$ cat config.mk
export PLATFORM = sky130hd
export DESIGN_NAME = isp_top
export DESIGN_NICKNAME = d
export VERILOG_FILES = /design/src/rtl/isp_pkg.sv /design/src/rtl/isp_top.sv
export VERILOG_INCLUDE_DIRS = /design/src /design/src/rtl
export SDC_FILE = /design/constraint.sdc
export NUM_CORES = 1
export LEC_CHECK = 0
export BUFFER_PORTS_ARGS = -buffer_cell sky130_fd_sc_hd__buf_4
export CAP_MARGIN = 20
export CORE_MARGIN = 3
export CORE_UTILIZATION = 47
export DETAILED_ROUTE_END_ITERATION = 10
export PLACE_DENSITY = 0.77
export SYNTH_ARGS = -nofsm -noshare
export SYNTH_HDL_FRONTEND = slang
export SYNTH_SLANG_ARGS = --single-unit
$ cat constraint.sdc
create_clock -name clk_sys -period 1.7 [get_ports clk_sys]
set_input_delay 0.255 -clock clk_sys [delete_from_list [all_inputs] [get_ports clk_sys]]
set_output_delay 0.255 -clock clk_sys [all_outputs]
set_load 0.1 [all_outputs]
$ cat src/rtl/isp_defs.svh
/*
  Constants of the interrupt status and priority block: register offsets,
  reset values, vector encoding, event bit positions and source wiring.
  Assumes inclusion by bare name from the package and the design module.
*/
`ifndef ISP_DEFS_SVH
`define ISP_DEFS_SVH

// ----------------------------------------------------------------
// Register byte offsets
// ----------------------------------------------------------------
`define ISP_OFF_STAT_LO  8'h00
`define ISP_OFF_STAT_HI  8'h04
`define ISP_OFF_MASK_LO  8'h08
`define ISP_OFF_MASK_HI  8'h0C
`define ISP_OFF_VECTOR   8'h10
`define ISP_OFF_EVT      8'h14
`define ISP_OFF_EVT_MASK 8'h18

// ----------------------------------------------------------------
// Values
// ----------------------------------------------------------------
`define ISP_MASK_RST     16'hFFFF
`define ISP_VEC_BASE     8'h10
`define ISP_VEC_TOP      8'h2F
`define ISP_USED_HI      16'h81F7
`define ISP_USED_LO      16'hFFFE
`define ISP_HALF_W       16

// ----------------------------------------------------------------
// Event status bits
// ----------------------------------------------------------------
`define ISP_EVT_W        3
`define ISP_EVT_REQ      0
`define ISP_EVT_SPUR     1
`define ISP_EVT_NMI      2

`endif

$ cat src/rtl/isp_pkg.sv
/*
  Types of the interrupt status and priority block.
  Assumes isp_defs.svh is on the include path.
*/
`include "isp_defs.svh"

package isp_pkg;

  // ----------------------------------------------------------------
  // APB request bundle
  // ----------------------------------------------------------------
  typedef struct packed {
    logic        psel;
    logic        penable;
    logic        pwrite;
    logic [7:0]  paddr;
    logic [31:0] pwdata;
  } isp_apb_req_type;

endpackage : isp_pkg

$ cat src/rtl/isp_top.sv
/*
  Interrupt status, source assignment and priority unit with an APB slave.
  Assumes request lines are level signals synchronous to clk_sys, and a CPU
  that pulses cpu_ack when it takes the vector and drives its own enable flag.
*/
// Functional notes
// RL1: The low status register is read only and writes never change it.
// RL2: Both status registers show raw request levels whatever the masks hold.
// RL3: Low status bits 15 to 1 follow request lines 15 to 1.
// RL4: Low status bit 0 always reads zero since line 0 has no source.
// RL5: High status bits 15 to 0 follow request lines 31 to 16; the code ties bits 14 to 9 and 3 (unused lines 30-25, 19) to zero.
// RL6: A status bit is 1 while its source requests and 0 while idle.
// RL7: Pending lines are ranked by number with line 31 highest.
// RL8: Lines 31, 24, 23-20, 18, 17, 16 carry timer 0, USB, DMA 0-3, audio, UART rx, codec.
// RL9: Lines 15 to 1 carry two-wire bus, timers, versatile timer, serial, UART, wakeup, flash.
// RL10: Software points every unused vector at a default handler.
// RL11: A non-maskable request always reaches the CPU, even inside any handler.
// RL12: Maskable requests do not nest until the handler sets the CPU enable flag.
// RL13: Software clears non-nestable source enables before setting that flag.
// RL14: Nesting depth has no limit in this unit.
// RL15: The vector is 10h plus the highest line both asserted and enabled.
// RL16: Both source mask registers reset to all ones.
// RL17: Status follows the request inputs every cycle with no latching.
`timescale 1ns/1ps
`default_nettype none

`include "isp_defs.svh"

module isp_top
  import isp_pkg::*;
(
  input  wire logic            clk_sys,
  input  wire logic            rstn,
  input  wire isp_apb_req_type apb_req,
  output logic [31:0]          prdata,
  output logic                 pready,
  output logic                 pslverr,
  // 31 timer 0, 24 USB, 23-20 DMA 0-3, 18 audio, 17 UART rx, 16 codec,
  // 15 two-wire bus, 14/13 timer inputs A/B, 12-9 versatile timer 1-4,
  // 8 serial, 7/6 UART tx/cts, 5-2 wakeup 0-3, 1 flash; others unused
  input  wire logic [31:0]     irq_req,
  input  wire logic            nmi_req,
  input  wire logic            nmi_ack,
  input  wire logic            cpu_ie,
  input  wire logic            cpu_ack,
  output logic [7:0]           vector_register,
  output logic                 int_to_cpu,
  output logic                 nmi_to_cpu,
  output logic                 irq
);

  // ----------------------------------------------------------------
  // Helpers
  // ----------------------------------------------------------------
  function automatic logic isp_hit(input logic [7:0] addr,
                                   input logic [7:0] off);
    return addr == off;
  endfunction : isp_hit
  function automatic logic [4:0] isp_encode(input logic [31:0] act);
    logic [4:0] idx;
    idx = 5'h00;
    for (int i = 1; i < 32; i++) begin
      if (act[i]) begin
        idx = 5'(i);
      end
    end
    return idx;
  endfunction : isp_encode

  // ----------------------------------------------------------------
  // Storage
  // ----------------------------------------------------------------
  logic [31:0]           request_active_bits;
  logic [15:0]           irq_status_low;
  logic [15:0]           irq_status_high;
  logic [15:0]           source_mask_low;
  logic [15:0]           source_mask_high;
  logic [31:0]           source_enable_bits;
  logic [31:0]           enabled_pending;
  logic [7:0]            next_vector;
  logic [`ISP_EVT_W-1:0] evt_status;
  logic [`ISP_EVT_W-1:0] evt_mask;
  logic [`ISP_EVT_W-1:0] evt_set;
  logic [`ISP_EVT_W-1:0] evt_clr;
  logic [31:0]           rd_val;
  logic                  setup;
  logic                  access;
  logic                  mapped;
  logic                  wr_en;
  logic                  rd_done;
  logic                  pend_any;
  logic                  pend_q;
  logic                  nmi_q;
  logic                  nmi_rise;
  logic                  nmi_pend;
  logic                  ie_q;
  logic                  ie_rise;
  logic                  nest_block;
  logic                  mask_written;

  // ----------------------------------------------------------------
  // APB decode
  // ----------------------------------------------------------------
  assign setup   = apb_req.psel && !apb_req.penable;
  assign access  = apb_req.psel && apb_req.penable;
  assign mapped  = apb_req.paddr inside {`ISP_OFF_STAT_LO, `ISP_OFF_STAT_HI,
                                         `ISP_OFF_MASK_LO, `ISP_OFF_MASK_HI, `ISP_OFF_VECTOR,
                                         `ISP_OFF_EVT, `ISP_OFF_EVT_MASK};
  assign pready  = 1'b1;
  assign pslverr = access && !mapped;
  assign wr_en   = access && apb_req.pwrite && mapped;
  assign rd_done = access && !apb_req.pwrite;

  // ----------------------------------------------------------------
  // Request sampling and status view
  // ----------------------------------------------------------------
  // Unused lines are tied off so they never show or win
  always_ff @(posedge clk_sys or negedge rstn) begin
    if (!rstn) begin
      request_active_bits <= 32'h0000_0000;
    end else begin
      request_active_bits <= irq_req & {`ISP_USED_HI, `ISP_USED_LO}; // see RL17, RL8, RL9
    end
  end

  assign irq_status_low  = request_active_bits[`ISP_HALF_W-1:0];  // see RL3, RL4, RL6
  assign irq_status_high = request_active_bits[31:`ISP_HALF_W];   // see RL5, RL2

  // ----------------------------------------------------------------
  // Source masks
  // ----------------------------------------------------------------
  always_ff @(posedge clk_sys or negedge rstn) begin
    if (!rstn) begin
      source_mask_low  <= `ISP_MASK_RST; // see RL16
      source_mask_high <= `ISP_MASK_RST; // see RL16
    end else if (wr_en) begin
      if (isp_hit(apb_req.paddr, `ISP_OFF_MASK_LO)) begin
        source_mask_low <= apb_req.pwdata[15:0];
      end
      if (isp_hit(apb_req.paddr, `ISP_OFF_MASK_HI)) begin
        source_mask_high <= apb_req.pwdata[15:0];
      end
    end
  end

  assign source_enable_bits = {source_mask_high, source_mask_low[15:1], 1'b0};
  assign enabled_pending    = request_active_bits & source_enable_bits;

  // ----------------------------------------------------------------
  // Priority encoder and vector
  // ----------------------------------------------------------------
  // Highest line wins; nothing pending gives the base vector
  assign next_vector = `ISP_VEC_BASE + {3'b000, isp_encode(enabled_pending)}; // see RL7, RL15
  always_ff @(posedge clk_sys or negedge rstn) begin
    if (!rstn) begin
      vector_register <= `ISP_VEC_BASE;
    end else begin
      vector_register <= next_vector; // see RL15
    end
  end

  // ----------------------------------------------------------------
  // Nesting control
  // ----------------------------------------------------------------
  assign ie_rise = cpu_ie && !ie_q;
  always_ff @(posedge clk_sys or negedge rstn) begin
    if (!rstn) begin
      ie_q <= 1'b0;
    end else begin
      ie_q <= cpu_ie;
    end
  end

  // A taken vector blocks further maskable requests until the handler
  // raises the enable flag again; one bit suffices at any depth
  always_ff @(posedge clk_sys or negedge rstn) begin
    if (!rstn) begin
      nest_block <= 1'b0;
    end else if (cpu_ack) begin
      nest_block <= 1'b1; // see RL12
    end else if (ie_rise) begin
      nest_block <= 1'b0; // see RL12, RL14
    end
  end

  assign int_to_cpu = (|enabled_pending) && cpu_ie && !nest_block; // see RL12

  // ----------------------------------------------------------------
  // Non-maskable path
  // ----------------------------------------------------------------
  assign nmi_rise = nmi_req && !nmi_q;
  always_ff @(posedge clk_sys or negedge rstn) begin
    if (!rstn) begin
      nmi_q    <= 1'b0;
      nmi_pend <= 1'b0;
    end else begin
      nmi_q <= nmi_req;
      if (nmi_rise) begin
        nmi_pend <= 1'b1; // see RL11
      end else if (nmi_ack) begin
        nmi_pend <= 1'b0;
      end
    end
  end

  // Never gated by the nesting block or the enable flag
  assign nmi_to_cpu = nmi_pend; // see RL11

  // ----------------------------------------------------------------
  // Event status and interrupt output
  // ----------------------------------------------------------------
  assign pend_any = |enabled_pending;
  always_ff @(posedge clk_sys or negedge rstn) begin
    if (!rstn) begin
      pend_q <= 1'b0;
    end else begin
      pend_q <= pend_any;
    end
  end
  always_comb begin
    evt_set                = '0;
    evt_set[`ISP_EVT_REQ]  = pend_any && !pend_q;
    evt_set[`ISP_EVT_SPUR] = cpu_ack && (vector_register == `ISP_VEC_BASE);
    evt_set[`ISP_EVT_NMI]  = nmi_rise;
    evt_clr                = '0;
    if (rd_done && isp_hit(apb_req.paddr, `ISP_OFF_EVT)) begin
      evt_clr = '1;
    end
  end

  // A new event in the clearing read cycle stays set
  always_ff @(posedge clk_sys or negedge rstn) begin
    if (!rstn) begin
      evt_status <= '0;
    end else begin
      evt_status <= (evt_status & ~evt_clr) | evt_set;
    end
  end
  always_ff @(posedge clk_sys or negedge rstn) begin
    if (!rstn) begin
      evt_mask <= '0;
    end else if (wr_en && isp_hit(apb_req.paddr, `ISP_OFF_EVT_MASK)) begin
      evt_mask <= apb_req.pwdata[`ISP_EVT_W-1:0];
    end
  end
  assign irq = |(evt_status & evt_mask);

  // ----------------------------------------------------------------
  // Read data, captured in the setup cycle
  // ----------------------------------------------------------------
  always_comb begin
    rd_val = 32'h0000_0000;
    case (apb_req.paddr)
      `ISP_OFF_STAT_LO:  rd_val[15:0]           = irq_status_low;  // see RL1
      `ISP_OFF_STAT_HI:  rd_val[15:0]           = irq_status_high; // see RL1
      `ISP_OFF_MASK_LO:  rd_val[15:0]           = source_mask_low;
      `ISP_OFF_MASK_HI:  rd_val[15:0]           = source_mask_high;
      `ISP_OFF_VECTOR:   rd_val[7:0]            = vector_register;
      `ISP_OFF_EVT:      rd_val[`ISP_EVT_W-1:0] = evt_status;
      `ISP_OFF_EVT_MASK: rd_val[`ISP_EVT_W-1:0] = evt_mask;
      default:           rd_val                 = 32'h0000_0000;
    endcase
  end

  always_ff @(posedge clk_sys or negedge rstn) begin
    if (!rstn) begin
      prdata <= 32'h0000_0000;
    end else if (setup && !apb_req.pwrite) begin
      prdata <= rd_val;
    end
  end

  // ----------------------------------------------------------------
  // Checks
  // ----------------------------------------------------------------
  always_ff @(posedge clk_sys or negedge rstn) begin
    if (!rstn) begin
      mask_written <= 1'b0;
    end else if (wr_en && (isp_hit(apb_req.paddr, `ISP_OFF_MASK_LO)
                        || isp_hit(apb_req.paddr, `ISP_OFF_MASK_HI))) begin
      mask_written <= 1'b1;
    end
  end
endmodule : isp_top

`default_nettype wire

* After elaboration in Yosys (flattened, before gate mapping)
Cells that the tools add are included.
** Word-level totals
- Register bits :: 89
- Output and inout port bits :: 45
** Cells by class
- Add/subtract/negate cells :: 1
- Equal/unequal tests :: 7
- Multiplexer cells :: 39
- Bitwise operators :: 5
- Reductions and logical operators :: 30
** Operator list (count)
- $mux 5 :: 25
- $and 32x32->32 :: 1
- $pmux 8 s4 :: 1
- $reduce_or 32->1 :: 1
- $pmux 5 s5 :: 1
- $eq 8x5->1 const B :: 3
- $pmux 3 s7 :: 1
- $eq 8x4->1 const B :: 2
- $logic_and 1x1->1 :: 15
- $mux 3 :: 4
- $eq 8x3->1 const B :: 1
- $logic_not 8->1 :: 1
- $logic_not 1->1 :: 7
- $reduce_bool 7->1 :: 1
- $add 5x5->6 const A :: 1
- $and 3x3->3 :: 2
- $eq 6x5->1 const B :: 1
- $mux 1 :: 5
- $mux 2 :: 2
- $reduce_and 2->1 :: 2
- $reduce_bool 2->1 :: 2
- $not 3->3 :: 1
- $or 3x3->3 :: 1
- $reduce_or 3->1 :: 1

* Depth between registers and ports, before layout
Gate-level depths: netlist of the first run.
- Depth in word-level cells :: 33
- Depth in mapped cells :: 7
- Gate-level depth less buffers :: 5

* Worst setup path after synthesis of the first run
Ideal clock, no wire load.
- Kind :: flip-flop to output port
- Start point :: reg source_mask_high[7]
- End point :: out int_to_cpu
- Arrival time :: 3.201 ns
- Data required time :: 1.445 ns
- Path slack :: -1.756 ns
- Cell stages (with the launch flop) :: 6
- Path through :: dfstp_2 > a22oi_1 > and3_1 > nand3_1 > nor4_1 > nor3b_1
** On the way
- Longest elaborated chain between the ends :: 4
** RTL lines
- start: declaration :: RTL line isp_top.sv:77 : logic [15:0] source_mask_high;
- start signal: assignment :: RTL line isp_top.sv:135 : source_mask_high <= `ISP_MASK_RST;
- start signal: assignment :: RTL line isp_top.sv:141 : source_mask_high <= apb_req.pwdata[15:0];
- $and 32x32->32 :: RTL line isp_top.sv:147 : assign enabled_pending = request_active_bits & source_enable_bits;
- $reduce_or 32->1 :: RTL line isp_top.sv:186 : assign int_to_cpu = (|enabled_pending) && cpu_ie && !nest_block;
- $logic_and 1x1->1 (2 in a row) :: RTL line isp_top.sv:186
- end: declaration :: RTL line isp_top.sv:47 : output logic int_to_cpu,
No other way between the ends.

* Worst setup path in the final report of the first run
- Start point :: reg request_active_bits[18]
- End point :: out int_to_cpu
** On the way
- Longest elaborated chain between the ends :: 4
** RTL lines
- start: declaration :: RTL line isp_top.sv:73 : logic [31:0] request_active_bits;
- start signal: assignment :: RTL line isp_top.sv:122 : request_active_bits <= irq_req & {`ISP_USED_HI, `ISP_USED_LO};
- $and 32x32->32 :: RTL line isp_top.sv:147
- $reduce_or 32->1 :: RTL line isp_top.sv:186
- $logic_and 1x1->1 (2 in a row) :: RTL line isp_top.sv:186
No other way between the ends.

==> flow_results.xml, run 1 <==
<?xml version="1.0" encoding="UTF-8"?>
<metrics>
  <group name="detailed_routing">
    <metric name="drt_first_pass_iters" unit="">6</metric>
    <metric name="met2_length" unit="mm">6.03</metric>
    <metric name="vias_per_cell" unit="">5.53</metric>
    <metric name="antenna_violating_nets_post_route" unit="">0</metric>
    <metric name="detail_route.iter0.violations" unit="">275</metric>
    <metric name="post-route-drc-count" unit="">0</metric>
    <metric name="met3_wirelength" unit="µm">935</metric>
    <metric name="topRoutingLayerUsed" unit="">met4</metric>
    <metric name="wl_per_cell" unit="µm">18.7</metric>
    <metric name="routed_wirelength" unit="mm">12.2</metric>
    <metric name="vias" unit="">3608</metric>
    <metric name="m1_wl" unit="mm">4.93</metric>
  </group>
  <group name="yosys">
    <metric name="synth_seq_cells" unit="">89</metric>
    <metric name="synth_top_flop_cell" unit="">sky130_fd_sc_hd__dfrtp_1</metric>
    <metric name="synthesis.instances" unit="">353</metric>
    <metric name="synth_area_leaders" unit="">sky130_fd_sc_hd__dfrtp_1, sky130_fd_sc_hd__dfstp_2, sky130_fd_sc_hd__mux2_2</metric>
    <metric name="yosysWarnings" unit="">0</metric>
    <metric name="portion_of_the_post_synthesis_area_used_by_sequential_elements" unit="%">54.3</metric>
    <metric name="synth-async-reset-ratio" unit="%">100</metric>
    <metric name="number_of_enable_type_register_cells_in_the_synthesized_netlist" unit="">0</metric>
    <metric name="post-synth-top-count-cell" unit="">sky130_fd_sc_hd__dfrtp_1</metric>
    <metric name="synth_top_area_share" unit="%">33.6</metric>
    <metric name="synth_cell_types" unit="">51</metric>
    <metric name="yosys.area.top_type" unit="">sky130_fd_sc_hd__dfrtp_1</metric>
    <metric name="synth_area" unit="mm²">0.00418</metric>
    <metric name="netlist_top_cells_count" unit="">sky130_fd_sc_hd__dfrtp_1, sky130_fd_sc_hd__nand2_1, sky130_fd_sc_hd__dfstp_2</metric>
    <metric name="synth_area_per_cell" unit="µm²">11.8</metric>
  </group>
  <group name="timing">
    <metric name="setup_slack" unit="ns">-0.627</metric>
    <metric name="final.hold.worst_slack" unit="ns">0.0157</metric>
    <metric name="finalSetupTns" unit="ns">-7.89</metric>
    <metric name="finClkSkew" unit="ns">0.0168</metric>
    <metric name="timing.final.crit_share" unit="%">137</metric>
    <metric name="period_needed" unit="ns">2.33</metric>
    <metric name="hold_viol" unit="">0</metric>
    <metric name="clock.fmax" unit="MHz">430</metric>
    <metric name="grt_setup_unrepaired" unit="">true</metric>
    <metric name="timing.final.max_slew_violations" unit="">0</metric>
    <metric name="timing.final.setup_violations" unit="">40</metric>
  </group>
  <group name="critical_path">
    <metric name="cp.required" unit="ns">1.44</metric>
    <metric name="crit_path_max_incr_delay" unit="ns">0.39</metric>
    <metric name="timing.critical_path.max_delay_family" unit="">simple AND/OR/NAND/NOR gates</metric>
    <metric name="timing.critical_path.cells" unit="">a222oi_1 &gt; and3_1 &gt; nand3_2 &gt; nor4_4 &gt; buf_4 &gt; nor3b_4 &gt; buf_12</metric>
    <metric name="timing.reg2reg.worst_path_depth" unit="">7</metric>
    <metric name="path_buf_inv" unit="">2</metric>
    <metric name="timing_worst_setup_path_type" unit="">reg -&gt; out</metric>
    <metric name="worstPathMaxFanout" unit="">2</metric>
    <metric name="critical_path.startpoint_type" unit="">flip-flop</metric>
    <metric name="crit_end_category" unit="">primary output</metric>
    <metric name="critPathArrivalTime" unit="ns">2.07</metric>
    <metric name="cp_slowest_cell" unit="">sky130_fd_sc_hd__dfrtp_1</metric>
    <metric name="worstSetupPathDepth" unit="">7</metric>
  </group>
  <group name="layout">
    <metric name="insertedDiodeCount" unit="">0</metric>
    <metric name="final_layout_size_suffix_gt1_share" unit="%">52.1</metric>
    <metric name="fin_nets" unit="">623</metric>
    <metric name="post-route-util" unit="%">73.8</metric>
    <metric name="areaGrowthSynthToFinish" unit="%">48.8</metric>
  </group>
  <group name="clock_network">
    <metric name="root_cell_of_the_clock_tree" unit="">sky130_fd_sc_hd__clkbuf_8</metric>
    <metric name="clock_sinks" unit="">89</metric>
    <metric name="maximum_root_to_sink_buffer_count" unit="">2</metric>
    <metric name="tritoncts" unit="">built</metric>
    <metric name="clk_pin_slew" unit="ns">0.09</metric>
    <metric name="cts.htree.levels" unit="">3</metric>
    <metric name="number_of_cts_inserted_buffers" unit="">9</metric>
    <metric name="clk-insertion-delay-late" unit="ns">0.37</metric>
  </group>
  <group name="power_and_ir_drop">
    <metric name="power_per_cell_area" unit="mW/mm²">771</metric>
    <metric name="power.total" unit="mW">4.79</metric>
    <metric name="p_leak" unit="nW">3.00</metric>
    <metric name="vdd.ir_drop.worst" unit="mV">0.556</metric>
  </group>
  <group name="outcome">
    <metric name="violations" unit="">setup timing</metric>
    <metric name="run_status" unit="">finished with violations</metric>
  </group>
  <group name="floorplanning">
    <metric name="fp-row-count" unit="">33</metric>
    <metric name="die_x" unit="µm">100</metric>
    <metric name="coreArea" unit="mm²">0.00842</metric>
    <metric name="design.die.area" unit="mm²">0.0101</metric>
    <metric name="top_level_ports" unit="">126</metric>
    <metric name="floorplan.initialDensity" unit="%">49.6</metric>
    <metric name="dieHeight" unit="µm">100</metric>
  </group>
  <group name="place">
    <metric name="io_buffers" unit="">82</metric>
    <metric name="placement.setup.worst_slack" unit="ns">-0.492</metric>
    <metric name="total_half_perimeter_wirelength_after_legalization_and_detailed_placement" unit="mm">8.48</metric>
    <metric name="place_congestion" unit="">0.904</metric>
  </group>
  <group name="global_routing">
    <metric name="grt_pass1_vias" unit="">3699</metric>
    <metric name="pin_count_of_the_biggest_net_entering_global_routing" unit="">36</metric>
    <metric name="grt_resource_usage_total" unit="%">24.7</metric>
    <metric name="grt_first_pass_wirelength" unit="mm">19.1</metric>
    <metric name="initial_antenna_violation_count" unit="">0</metric>
    <metric name="sum_of_overflow_across_all_layers_after_global_routing" unit="">0</metric>
  </group>
  <group name="min_path">
    <metric name="worst_hold_path.num_cells" unit="">1</metric>
    <metric name="hold_path.class" unit="">in -&gt; reg</metric>
  </group>
  <group name="flow_run">
    <metric name="max_cap_violations" unit="">0</metric>
  </group>
</metrics>
==> flip-flops by register name, indices dropped and copies added, names as in the netlist <==
register	flops
request_active_bits	24
evt_status	3
pend_q	1
nmi_q	1
prdata	16
evt_mask	3
nest_block	1
ie_q	1
source_mask_low	16
nmi_to_cpu	1
source_mask_high	16
vector_register	6
==> worst paths after layout <==
check                                         from                    to  slack, ns
max                        request_active_bits[18]            int_to_cpu      -0.63
min                                         cpu_ie                  ie_q       0.02
max reg2reg                request_active_bits[18]         evt_status[0]      -0.06
min reg2reg                                 pend_q         evt_status[0]       0.44
max in group asynchronous                     rstn  source_mask_high[13]       0.73
min in group asynchronous                     rstn            nmi_to_cpu       0.36
==> cell usage in the layout, fill, tap and decap left out, types with 5 or more instances in the layout <==
cell                            Yosys  layout
sky130_fd_sc_hd__clkbuf_8           0       9
sky130_fd_sc_hd__dlygate4sd3_1      0      25
sky130_fd_sc_hd__o31ai_1            6       6
sky130_fd_sc_hd__a22oi_2            0       5
sky130_fd_sc_hd__o21ai_0           13      10
sky130_fd_sc_hd__dfrtp_1           56      56
sky130_fd_sc_hd__a22oi_1           12       7
sky130_fd_sc_hd__buf_6              1      12
sky130_fd_sc_hd__buf_12             1       5
sky130_fd_sc_hd__inv_1              8       8
sky130_fd_sc_hd__dfstp_2           33      33
sky130_fd_sc_hd__mux2i_1           12      12
sky130_fd_sc_hd__nand2_1           45      44
sky130_fd_sc_hd__mux2_4            10      29
sky130_fd_sc_hd__mux2_2            27       8
sky130_fd_sc_hd__nor2_1            18      16
sky130_fd_sc_hd__buf_4             19     152
sky130_fd_sc_hd__nand3_1           10       7
sky130_fd_sc_hd__mux4_2             6       6
sky130_fd_sc_hd__conb_1             2      19
sky130_fd_sc_hd__a21oi_1           14      14
==> cell type report <==
type | instances | area (µm²)
tap | 105 | 131
sequential | 89 | 2270
clock buffer | 9 | 124
clock inverter | 7 | 93.8
inverter | 8 | 30.0
fill | 564 | 2210
multi-input combinational | 240 | 1940
timing repair buffer | 194 | 1630
==> per-layer routing <==
metal / GRT usage, % / up-vias
met1: 33.0 / 1776
met3: 4.66 / 33
met5: 0 / -
li1: - / 1616
met2: 40.8 / 183
met4: 7.98 / 0
==> logic make-up after synthesis <==
logic type,after synthesis,share of synthesized area [%]
mux,55,17.0
simple gates,94,10.8
buf+inv,42,6.08
other cells,2,0.180
flops,89,54.3
compound gates,71,11.7
==> power by group <==
part | switching (mW) | internal, mW | leakage [nW]
sequential | 0.0513 | 2.19 | 1.04
combinational | 0.586 | 0.347 | 1.85
clock | 0.787 | 0.828 | 0.106
==> repair_timing <==
| item | in CTS | in global routing |
|---|---|---|
| cloned | 2 | 0 |
| endpoints found under the hold margin | 36 | 1 |
| resized for setup | 44 | 15 |
| pin swaps | 10 | 9 |
| hold buffers | 24 | 1 |
| buffers inserted | 7 | 9 |
| setup endpoints to repair | 39 | 42 |
==> stage by stage <==
stage | cells | instance area [µm²]
after detailed placement | 593 | 5380
after floorplan | 370 | 4300
final | 652 | 6210
after global routing | 652 | 6210
after CTS | 642 | 6080
after global placement | 593 | 5380
No activity file was read; power rests on OpenSTA's default activity.
==> inputs of run 2 (changes only) <==
CORE_ASPECT_RATIO = 1.25   (was not set)
SETUP_SLACK_MARGIN = 0.02   (was not set)
==> run 2 against run 1 <==
The run still ends with setup timing left. Worst hold slack gained 0.039 ns. Clock power grew 9.9%. Clock skew shrank 0.0056 ns. Via count shrank 0.22%. Final cell count grew 2.0%. Critical path type unchanged. Critical endpoint unchanged.
==> flow_results.xml, run 2 (synthesis gave the netlist of run 1 again) <==
<?xml version="1.0" encoding="UTF-8"?>
<metrics>
  <group name="outcome">
    <metric name="run_status" unit="">finished with violations</metric>
    <metric name="violations" unit="">setup timing</metric>
  </group>
  <group name="clock_network">
    <metric name="root_cell_of_the_clock_tree" unit="">sky130_fd_sc_hd__clkbuf_8</metric>
    <metric name="clk-insertion-delay-late" unit="ns">0.37</metric>
    <metric name="clk_pin_slew" unit="ns">0.09</metric>
    <metric name="cts.htree.levels" unit="">3</metric>
    <metric name="maximum_root_to_sink_buffer_count" unit="">2</metric>
    <metric name="clock_sinks" unit="">89</metric>
    <metric name="tritoncts" unit="">built</metric>
    <metric name="number_of_cts_inserted_buffers" unit="">9</metric>
  </group>
  <group name="layout">
    <metric name="mostFrequentLayoutCell" unit="">sky130_fd_sc_hd__buf_4</metric>
    <metric name="final_layout_size_suffix_gt1_share" unit="%">51.3</metric>
    <metric name="layout.filler_cells" unit="">556</metric>
    <metric name="finalInstanceArea" unit="mm²">0.00624</metric>
    <metric name="largest_register_ff_count" unit="">24</metric>
    <metric name="post_layout_nonfiller_instances" unit="">665</metric>
    <metric name="fin_nets" unit="">624</metric>
    <metric name="insertedDiodeCount" unit="">0</metric>
    <metric name="areaGrowthSynthToFinish" unit="%">49.4</metric>
    <metric name="final_cell_mix" unit="">sky130_fd_sc_hd__buf_4, sky130_fd_sc_hd__dfrtp_1, sky130_fd_sc_hd__nand2_1</metric>
    <metric name="register_with_the_most_flip_flops" unit="">request_active_bits</metric>
    <metric name="post-route-util" unit="%">74.0</metric>
  </group>
  <group name="place">
    <metric name="dpl_cell_area" unit="mm²">0.00538</metric>
    <metric name="placed_cells" unit="">606</metric>
    <metric name="io_buffers" unit="">82</metric>
    <metric name="place_congestion" unit="">0.878</metric>
    <metric name="total_half_perimeter_wirelength_after_legalization_and_detailed_placement" unit="mm">8.33</metric>
  </group>
  <group name="timing">
    <metric name="finClkSkew" unit="ns">0.0112</metric>
    <metric name="setup_slack" unit="ns">-0.655</metric>
    <metric name="finalSetupTns" unit="ns">-7.09</metric>
    <metric name="timing.final.setup_violations" unit="">39</metric>
    <metric name="period_needed" unit="ns">2.35</metric>
    <metric name="final.hold.worst_slack" unit="ns">0.0545</metric>
    <metric name="timing.final.crit_share" unit="%">139</metric>
    <metric name="clock.fmax" unit="MHz">425</metric>
    <metric name="hold_viol" unit="">0</metric>
    <metric name="grt_setup_unrepaired" unit="">true</metric>
    <metric name="timing.final.max_slew_violations" unit="">0</metric>
  </group>
  <group name="detailed_routing">
    <metric name="antenna_violating_nets_post_route" unit="">0</metric>
    <metric name="routed_wirelength" unit="mm">12.0</metric>
    <metric name="vias" unit="">3600</metric>
    <metric name="wl_per_cell" unit="µm">18.0</metric>
    <metric name="vias_per_cell" unit="">5.41</metric>
    <metric name="detail_route.iter0.violations" unit="">223</metric>
    <metric name="post-route-drc-count" unit="">0</metric>
    <metric name="drt_first_pass_iters" unit="">5</metric>
  </group>
  <group name="global_routing">
    <metric name="grt_resource_usage_total" unit="%">23.6</metric>
    <metric name="sum_of_overflow_across_all_layers_after_global_routing" unit="">0</metric>
    <metric name="grt_pass1_vias" unit="">3770</metric>
    <metric name="initial_antenna_violation_count" unit="">0</metric>
    <metric name="grt_first_pass_wirelength" unit="mm">18.5</metric>
    <metric name="pin_count_of_the_biggest_net_entering_global_routing" unit="">35</metric>
  </group>
  <group name="critical_path">
    <metric name="crit_end_category" unit="">primary output</metric>
    <metric name="timing_worst_setup_path_type" unit="">reg -&gt; out</metric>
    <metric name="critical_path.startpoint_type" unit="">flip-flop</metric>
    <metric name="worstPathMaxFanout" unit="">2</metric>
    <metric name="cp.required" unit="ns">1.44</metric>
    <metric name="critPathArrivalTime" unit="ns">2.10</metric>
  </group>
  <group name="floorplanning">
    <metric name="top_level_ports" unit="">126</metric>
    <metric name="die_x" unit="µm">90.3</metric>
    <metric name="floorplan.initialDensity" unit="%">49.6</metric>
    <metric name="dieHeight" unit="µm">111</metric>
    <metric name="coreArea" unit="mm²">0.00843</metric>
    <metric name="design.die.area" unit="mm²">0.0101</metric>
    <metric name="fp-row-count" unit="">37</metric>
  </group>
  <group name="min_path">
    <metric name="hold_path.class" unit="">in -&gt; reg</metric>
  </group>
  <group name="power_and_ir_drop">
    <metric name="power_per_cell_area" unit="mW/mm²">791</metric>
    <metric name="p_leak" unit="nW">3.01</metric>
    <metric name="vdd.ir_drop.worst" unit="mV">0.579</metric>
  </group>
  <group name="flow_run">
    <metric name="max_cap_violations" unit="">0</metric>
  </group>
</metrics>
[run 2: per-stage QoR]
stage / power [mW] / setup slack, ns
after floorplan: 2.80 / -0.392
after global placement: 3.08 / -0.475
after detailed placement: 3.10 / -0.485
after CTS: 4.94 / -0.559
after global routing: 5.10 / -0.763
final: 4.94 / -0.655
[run 2: path summary, 6_finish.rpt]
| kind | cells past startpoint | slack [ns] | to | from |
|---|---|---|---|---|
| min in group asynchronous | 2 | 0.30 | evt_status[1] | rstn |
| worst min register to register | 1 | 0.48 | evt_status[0] | pend_q |
| worst max-delay path | 7 | -0.65 | int_to_cpu | request_active_bits[18] |
| worst max register to register | 7 | -0.11 | evt_status[0] | request_active_bits[18] |
| worst min-delay path | 2 | 0.05 | nmi_to_cpu | nmi_ack |
| max in group asynchronous | 3 | 0.76 | source_mask_high[14] | rstn |
[run 2: critical path, stage by stage (launching register included)]
cell and delay [ns]:
sky130_fd_sc_hd__dfrtp_1 0.40, sky130_fd_sc_hd__a222oi_1 0.45, sky130_fd_sc_hd__and3_1 0.26, sky130_fd_sc_hd__nand3_2 0.08, sky130_fd_sc_hd__nor4_2 0.14, sky130_fd_sc_hd__buf_4 0.18, sky130_fd_sc_hd__nor3b_4 0.05, sky130_fd_sc_hd__buf_12 0.16
[run 2: power breakdown]
part | internal, mW | switching, mW | total (mW)
sequential | 2.19 | 0.0513 | 2.25
clock | 1.02 | 0.755 | 1.78
combinational | 0.339 | 0.578 | 0.917
[run 2: final cells by class]
cell class                 instances  area [µm²]  area share (%)
inverter                           8        30.0           0.481
multi-input combinational        239        1900            30.4
sequential                        89        2270            36.4
clock inverter                     6         114            1.83
tap                              117         146            2.35
clock buffer                      10         138            2.21
timing repair buffer             196        1640            26.3
[run 2: metal layers]
metal / routed length (µm) / global-route usage, % / vias to the layer above
li1: - / - / 1618
met1: 4600 / 27.1 / 1782
met2: 6220 / 41.5 / 173
met3: 755 / 5.27 / 27
met4: 410 / 12.0 / 0
met5: 0 / 0 / -
[run 2: repair_timing]
action	CTS	global route
setup endpoints to repair	31	42
endpoints found under the hold margin	42	0
setup buffers	13	5
pin swaps	10	11
resized for setup	20	33
hold buffers	27	0
gates cloned	0	1
